==> src/include/qcp_pkg.sv <==
// shared constants and types for the quadrature clock pipeline
package qcp_pkg;

    // =====================================================================
    // widths
    localparam int PC_W        = 13;
    localparam int WORD_W      = 14;
    localparam int PHASE_COUNT = 4;

    // =====================================================================
    // phase one-hot positions
    localparam int PH_ONE_BIT   = 0;
    localparam int PH_TWO_BIT   = 1;
    localparam int PH_THREE_BIT = 2;
    localparam int PH_FOUR_BIT  = 3;

    // =====================================================================
    // reset values and program counter step
    localparam logic [PHASE_COUNT-1:0] PHASE_RST = 4'h1;
    localparam logic [PC_W-1:0]        PC_RST    = 13'h0000;
    localparam logic [WORD_W-1:0]      WORD_RST  = 14'h0000;
    localparam logic [PC_W-1:0]        PC_STEP   = 13'h0001;
    localparam logic                   VALID_RST   = 1'h0;
    localparam logic                   STROBE_RST  = 1'h0;
    localparam logic                   QUARTER_RST = 1'h0;

    // =====================================================================
    // types
    typedef logic [PHASE_COUNT-1:0] qcp_phase_t;

    typedef struct packed {
        logic rd;
        logic wr;
    } qcp_dmem_t;

    typedef struct packed {
        logic              valid;
        logic [WORD_W-1:0] word;
    } qcp_instr_t;

endpackage

==> src/design/qcp_core.sv <==
// phase generator and two-stage fetch/execute sequencer
// Behaviour
// - the input clock is divided by four into four non-overlapping phases forming one cycle.
// - the program counter advances once per cycle in phase one, starting each fetch.
// - the word at the fetch address is captured in phase four of the fetch cycle.
// - the captured word is presented in phase one and executed over phases two to four.
// - fetch of the next word overlaps execution, giving one instruction per cycle.
// - a taken branch discards the prefetched word and refetches, costing two cycles.
// - data memory is read in phase two and written in phase four of execution.
// - in rc mode the quarter clock output runs at one quarter of the input clock rate.
`timescale 1ns/1ps
module qcp_core (
    input  wire logic                       ref_clk_in,
    input  wire logic                       arst_n_in,
    input  wire logic                       rc_mode_in,
    input  wire logic [qcp_pkg::WORD_W-1:0] prog_data_in,
    input  wire logic                       dest_write_in,
    input  wire logic                       branch_in,
    input  wire logic [qcp_pkg::PC_W-1:0]   branch_target_in,
    output qcp_pkg::qcp_phase_t             phase_out,
    output logic      [qcp_pkg::PC_W-1:0]   prog_addr_out,
    output qcp_pkg::qcp_instr_t             instr_out,
    output qcp_pkg::qcp_dmem_t              dmem_out,
    output logic                            quarter_clock_out
);

    // =====================================================================
    // registers
    qcp_pkg::qcp_phase_t          phase_reg;
    logic [qcp_pkg::PC_W-1:0]     pc_reg;
    logic [qcp_pkg::PC_W-1:0]     fetch_addr_reg;
    logic [qcp_pkg::WORD_W-1:0]   word_reg;
    logic                         valid_reg;
    logic                         rd_reg;
    logic                         wr_reg;
    logic                         quarter_reg;

    // =====================================================================
    // next values
    qcp_pkg::qcp_phase_t          phase_next;
    logic [qcp_pkg::PC_W-1:0]     pc_next;
    logic [qcp_pkg::PC_W-1:0]     fetch_addr_next;
    logic [qcp_pkg::WORD_W-1:0]   word_next;
    logic                         valid_next;
    logic                         rd_next;
    logic                         wr_next;
    logic                         quarter_next;

    // =====================================================================
    // phase decode and branch decision
    logic                         in_one;
    logic                         in_three;
    logic                         in_four;
    logic                         take_branch;

    // phase two needs no decode: the read strobe is launched from phase one
    assign in_one   = phase_reg[qcp_pkg::PH_ONE_BIT];
    assign in_three = phase_reg[qcp_pkg::PH_THREE_BIT];
    assign in_four  = phase_reg[qcp_pkg::PH_FOUR_BIT];

    // taken at the close of phase four, once the decoder has settled; a bubble
    // in execution never redirects the fetch
    assign take_branch = in_four && valid_reg && branch_in;

    // =====================================================================
    // phase generator
    // a rotating one-hot keeps the phases non-overlapping by construction,
    // where a binary count with a decoder could briefly show two phases
    always_comb begin
        phase_next = {phase_reg[qcp_pkg::PHASE_COUNT-2:0],
                      phase_reg[qcp_pkg::PHASE_COUNT-1]};
    end

    always_ff @(posedge ref_clk_in or negedge arst_n_in) begin
        if (!arst_n_in) begin
            phase_reg <= qcp_pkg::PHASE_RST;
        end else begin
            phase_reg <= phase_next;
        end
    end

    // =====================================================================
    // program counter
    // a branch target overrides the step; the two never share a phase anyway
    always_comb begin
        pc_next = pc_reg;
        if (take_branch) begin
            pc_next = branch_target_in;
        end else if (in_one) begin
            pc_next = pc_reg + qcp_pkg::PC_STEP;
        end
    end

    always_ff @(posedge ref_clk_in or negedge arst_n_in) begin
        if (!arst_n_in) begin
            pc_reg <= qcp_pkg::PC_RST;
        end else begin
            pc_reg <= pc_next;
        end
    end

    // =====================================================================
    // fetch address
    // latches the pre-increment count, so the fetch after reset reads address
    // zero and the address stands unchanged for the whole fetch cycle
    always_comb begin
        fetch_addr_next = fetch_addr_reg;
        if (in_one) begin
            fetch_addr_next = pc_reg;
        end
    end

    always_ff @(posedge ref_clk_in or negedge arst_n_in) begin
        if (!arst_n_in) begin
            fetch_addr_reg <= qcp_pkg::PC_RST;
        end else begin
            fetch_addr_reg <= fetch_addr_next;
        end
    end

    // =====================================================================
    // instruction word
    always_comb begin
        word_next = word_reg;
        if (in_four) begin
            // capture and hand over on one edge: visible from phase one
            word_next = prog_data_in;
        end
    end

    always_ff @(posedge ref_clk_in or negedge arst_n_in) begin
        if (!arst_n_in) begin
            word_reg <= qcp_pkg::WORD_RST;
        end else begin
            word_reg <= word_next;
        end
    end

    // =====================================================================
    // instruction valid
    // the word fetched alongside a taken branch is stale and becomes a bubble;
    // reset clears it so that the first cycle only fetches
    always_comb begin
        valid_next = valid_reg;
        if (in_four) begin
            valid_next = !take_branch;
        end
    end

    always_ff @(posedge ref_clk_in or negedge arst_n_in) begin
        if (!arst_n_in) begin
            valid_reg <= qcp_pkg::VALID_RST;
        end else begin
            valid_reg <= valid_next;
        end
    end

    // =====================================================================
    // data memory read strobe
    // launched one phase ahead so that the strobe leaves a flip-flop
    always_comb begin
        rd_next = 1'h0;
        if (in_one && valid_reg) begin
            rd_next = 1'h1;
        end
    end

    always_ff @(posedge ref_clk_in or negedge arst_n_in) begin
        if (!arst_n_in) begin
            rd_reg <= qcp_pkg::STROBE_RST;
        end else begin
            rd_reg <= rd_next;
        end
    end

    // =====================================================================
    // data memory write strobe
    // the write request is taken late, giving the decoder three phases to settle
    always_comb begin
        wr_next = 1'h0;
        if (in_three && valid_reg && dest_write_in) begin
            wr_next = 1'h1;
        end
    end

    always_ff @(posedge ref_clk_in or negedge arst_n_in) begin
        if (!arst_n_in) begin
            wr_reg <= qcp_pkg::STROBE_RST;
        end else begin
            wr_reg <= wr_next;
        end
    end

    // =====================================================================
    // quarter clock
    // high across phases one and two, low across three and four; held low
    // outside rc mode, where the pin belongs to the crystal
    always_comb begin
        quarter_next = 1'h0;
        if (rc_mode_in && (in_four || in_one)) begin
            quarter_next = 1'h1;
        end
    end

    always_ff @(posedge ref_clk_in or negedge arst_n_in) begin
        if (!arst_n_in) begin
            quarter_reg <= qcp_pkg::QUARTER_RST;
        end else begin
            quarter_reg <= quarter_next;
        end
    end

    // =====================================================================
    // outputs
    // every output is a plain copy of a register, so none can glitch
    assign phase_out         = phase_reg;
    assign prog_addr_out     = fetch_addr_reg;
    assign instr_out         = {valid_reg, word_reg};
    assign dmem_out          = {rd_reg, wr_reg};
    assign quarter_clock_out = quarter_reg;

endmodule // qcp_core

==> config.mk <==
export PLATFORM = sky130hd
export DESIGN_NAME = qcp_core
export DESIGN_NICKNAME = d
export VERILOG_FILES = /design/src/include/qcp_pkg.sv /design/src/design/qcp_core.sv
export SDC_FILE = /design/constraint.sdc
export NUM_CORES = 1
export LEC_CHECK = 0
export ABC_AREA = 1
export ABC_CLOCK_PERIOD_IN_PS = 2300
export BUFFER_PORTS_ARGS = -buffer_cell sky130_fd_sc_hd__buf_2
export CAP_MARGIN = 5
export CORE_MARGIN = 4
export CORE_UTILIZATION = 54
export DETAILED_ROUTE_END_ITERATION = 10
export PLACE_DENSITY = 0.93
export SYNTH_ARGS = -nofsm -noshare
export SYNTH_HDL_FRONTEND = slang
export SYNTH_SLANG_ARGS = --single-unit
==> constraint.sdc <==
create_clock -name ref_clk_in -period 2.3 [get_ports ref_clk_in]
set_input_delay 0.345 -clock ref_clk_in [delete_from_list [all_inputs] [get_ports ref_clk_in]]
set_output_delay 0.345 -clock ref_clk_in [all_outputs]
set_load 0.01 [all_outputs]
* Yosys cells after proc, flatten, opt, wreduce, memory -nomap -nowiden *
Cells that the tools add are included.

cells by class
  $add $sub $neg = 1
  multiplexer cells = 5
  reductions and logical operators = 9

operators by type and width
  cell                                                             number
  13-bit 2-to-1 mux                                                2
  13-bit by 1-bit adder with 13-bit output, second input constant  1
  1-bit logical AND                                                6
  1-bit 2-to-1 mux                                                 3
  2-bit nonzero test                                               1
  1-bit zero test                                                  1
  1-bit logical OR                                                 1

word-level totals
  register bits = 48
  bits of input ports = 32
  output and inout port bits = 35
  word-level logic and storage cells = 23

* Depth between registers and ports, before layout *
  depth in word-level cells = 3
  depth in mapped cells = 8
  depth with buffers taken out = 8

* Least setup slack after synthesis *
Ideal clock, no wire load.

  path type = register to register
  from = register phase_reg[0] (netlist: phase_out[0])
  to = register pc_reg[10] in the netlist's numbering
  setup time = 123 ps
  arrival = 1170 ps
  data required time = 2177 ps
  path slack = 1008 ps
  cell stages (with the launch flop) = 9
  path buffers = 1
  clock period less this slack = 1292 ps
  path through = dfstp_2 -> buf_4 -> inv_4 -> nand2_2 -> inv_1 -> nor2_1 -> nand2_1 -> nand2_1 -> a21oi_2

between the ends
  word-level cells in the longest chain between the ends = 1

RTL lines
  element                       line            RTL
  from (decl)                   qcp_core.sv:29  qcp_pkg::qcp_phase_t phase_reg;
  from (signal assigned)        qcp_core.sv:76  phase_reg <= qcp_pkg::PHASE_RST;
  from (signal assigned)        qcp_core.sv:78  phase_reg <= phase_next;
  2-bit nonzero test (no line)  --
  to (signal assigned)          qcp_core.sv:96  pc_reg <= qcp_pkg::PC_RST;
  to (signal assigned)          qcp_core.sv:98  pc_reg <= pc_next;
  to (decl)                     qcp_core.sv:30  logic [qcp_pkg::PC_W-1:0] pc_reg;

No other way between the ends.
A chain may end at the register's enable or synchronous reset.

* Final worst setup path *
Ends and elaborated chain as after synthesis.

==> results.sh <==
export IMPL_hold_slack_ns=0.234
export IMPL_clockBufferDepth=2
export IMPL_cts_tree="yes"
export IMPL_finalInstanceArea_mm2=0.00264
export IMPL_grt_usage_pct=21.9
export IMPL_syn_inst=256
export IMPL_antenna_found_initial=0
export IMPL_fin_cells=371
export IMPL_grt_pass1_wl_um=8740
export IMPL_gp_congestion=0.809
export IMPL_initial_core_util_pct=57.8
export IMPL_seqPwrFrac_pct=55.5
export IMPL_vias=1951
export IMPL_status="finished, final reports clean"
export IMPL_worstPathArrival_ns=1.69
export IMPL_swShare_pct=19.7
export IMPL_combPwrFrac_pct=3.0
export IMPL_power_density_mw_per_mm2=574
export IMPL_area_delta_synth_final_pct=21.2
export IMPL_grt_setup_unrepaired="no"
export IMPL_slowest_delay_ns=0.67
export IMPL_hold_viol_final=0
export IMPL_path_clk_slew_ns=0.09
export IMPL_drive_gt1_share_pct=28.5
export IMPL_fin_crit_ns=1.50
export IMPL_cell_internal_pwr_mw=1.22
export IMPL_switchingPower_uw=299
export IMPL_critPathTopFamily="flip-flops"
export IMPL_ir_drop_mv=0.479
export IMPL_crit_path_start_kind="flop"
export IMPL_routed_wl_um=5150
export IMPL_syn_area_per_cell_um2=8.52
export IMPL_cp_data_required_time_ns=2.49
export IMPL_num_rows=22
export IMPL_ys_types=30
export IMPL_syn_num_nets=289
export IMPL_dp_hpwl_um=3780
export IMPL_mostFrequentLayoutCell="nand2_1"
export IMPL_total_power_mw=1.52
export IMPL_root_buffer="clkbuf_8"
export IMPL_die_area_mm2=0.00512
export IMPL_tns_ns=0
export IMPL_skew_ns=0.00621
export IMPL_cp_common_cell="nand2_1"
export IMPL_ys_seq_elements=48
export IMPL_rrSetupSlack_ns=0.80
export IMPL_fp_coreArea_mm2=0.00377
export IMPL_report_final_slew_viol_count=0
export IMPL_tightest_slew_ns=0.408
export IMPL_htree_levels=2
export IMPL_largest_reg_flops=14
export IMPL_clock_latency_ns=0.30
export IMPL_crit_chain="inv_4 -> nand2_2 -> inv_1 -> nor2_1 -> nand2_1 -> nand2_1 -> a21oi_2"
export IMPL_final_cell_mix="nand2_1 (100), buf_2 (66), dfrtp_1 (47), inv_1 (20), o21ai_0 (16)"
export IMPL_critPathBufInv=2
export IMPL_final_core_util_pct=70.1
export IMPL_setup_viol=0
export IMPL_p_leak_nw=1.40
export IMPL_critPathKind="reg2reg"
export IMPL_drv_cap=0
export IMPL_num_antenna_cells=0
export IMPL_grt_pass1_vias=1863
export IMPL_pwr_share_clk_pct=41.4
export IMPL_nets=355
export IMPL_ant_nets=0
export IMPL_via_per_inst=5.26
export IMPL_drc=0
export IMPL_die_x_um=71.6
export IMPL_place_inst=362
export IMPL_postPlaceCellArea_mm2=0.00251
export IMPL_ys_async_sr_fraction_pct=100
export IMPL_hold_class="in2reg"
export IMPL_wl_per_cell_um=13.9
export IMPL_path_max_fanout=28
export IMPL_fmax_ghz=0.666
export IMPL_relSlewSlack_pct=72.8
export IMPL_end_kind="flop"
export IMPL_seq_area_frac_synth_pct=55.1
export IMPL_numCtsBuffers=5
export IMPL_grt_max_degree=29
export IMPL_die_h_um=71.6
export IMPL_port_buffers=66
export IMPL_ys_flop_type="dfrtp_1"
export IMPL_pre_cts_slack_ns=0.823
export IMPL_gr_total_overflow=0
export IMPL_dr_pass1_iters=7
export IMPL_worst_slack_ns=0.798
export IMPL_ys_warnings_count=0
export IMPL_fin_crit_sh_pct=65.3
export IMPL_design_portCount=67
export IMPL_syn_area_mm2=0.00218
export IMPL_cpMaxStageDelayCell="dfstp_2"
export IMPL_synth_edff_count=0
export IMPL_drt_iter0_drc=107
export IMPL_cts_sinks=48
-- worst register-to-register path, cell delays in order, from the launching register on --
cell and delay, ns:
dfstp_2 0.67, inv_4 0.15, nand2_2 0.19, inv_1 0.13
nor2_1 0.10, nand2_1 0.05, nand2_1 0.07, a21oi_2 0.03
-- power by group through the flow --
stage | Clock [mW] | Sequential (mW) | Combinational (mW)
6_report | 0.629 | 0.843 | 0.0462
5_1_grt | 0.680 | 0.843 | 0.0537
4_1_cts | 0.641 | 0.843 | 0.0471
3_5_place_dp | 0 | 0.860 | 0.0457
3_3_place_gp | 0 | 0.860 | 0.0451
2_1_floorplan | 0 | 0.860 | 0.0000761
-- metal layers --
layer / vias to the layer above / routed length (um) / track usage (%)
met1: 900 / 2150 / 29.5
met2: 100 / 2490 / 34.7
met4: 0 / 95 / 7.31
met3: 14 / 412 / 5.47
met5: - / 0 / 0
li1: 937 / - / -
-- cells in the mapped netlist, types with 3 or more instances --
library cell  count  area, um^2
nand2_1         100         375
dfrtp_1          47        1180
inv_1            20        75.1
o21ai_0          16        80.1
nor2_1           15        56.3
nand3_1          12        60.1
buf_4             4        30.0
nand2_2           4        25.0
a21oi_1           3        15.0
buf_6             3        33.8
nand4_1           3        18.8
nor3_1            3        15.0
o21ai_1           3        15.0
-- cells by family (layout without fill, tap and decap cells) --
| kind of cell | after synthesis | after routing | synth area share (%) |
|---|---|---|---|
| compound gates | 29 | 29 | 7.92 |
| simple gates | 144 | 144 | 28.2 |
| flops | 48 | 48 | 55.1 |
| buf+inv | 33 | 100 | 7.75 |
| fa+ha+maj | 1 | 1 | 0.574 |
| xor+xnor | 1 | 1 | 0.402 |
-- area by class of cell --
cell class	instances	area, um^2
Sequential cell	48	1200
Timing Repair Buffer	70	363
Tap cell	48	60.1
Clock buffer	6	82.6
Fill cell	278	1130
Clock inverter	2	38.8
Multi-Input combinational cell	175	810
Inverter	22	87.6
-- what timing repair did --
action	4_1_cts	5_1_grt
endpoints found under the hold margin	16	0
setup buffers	0	0
resized for setup	0	0
hold buffers	1	0
-- path summary, 6_finish.rpt --
path / startpoint / endpoint / depth (start not counted)
max in group asynchronous: arst_n_in / pc_reg[4] / 3
worst max-delay path: phase_out[0] / pc_reg[10] / 7
min in group asynchronous: arst_n_in / phase_out[1] / 2
worst min register to register: phase_out[1] / phase_out[2] / 0
worst min-delay path: prog_data_in[11] / word_reg[11] / 3
worst max register to register: phase_out[0] / pc_reg[10] / 7
Note: power is estimated with default switching activity, not from simulation.
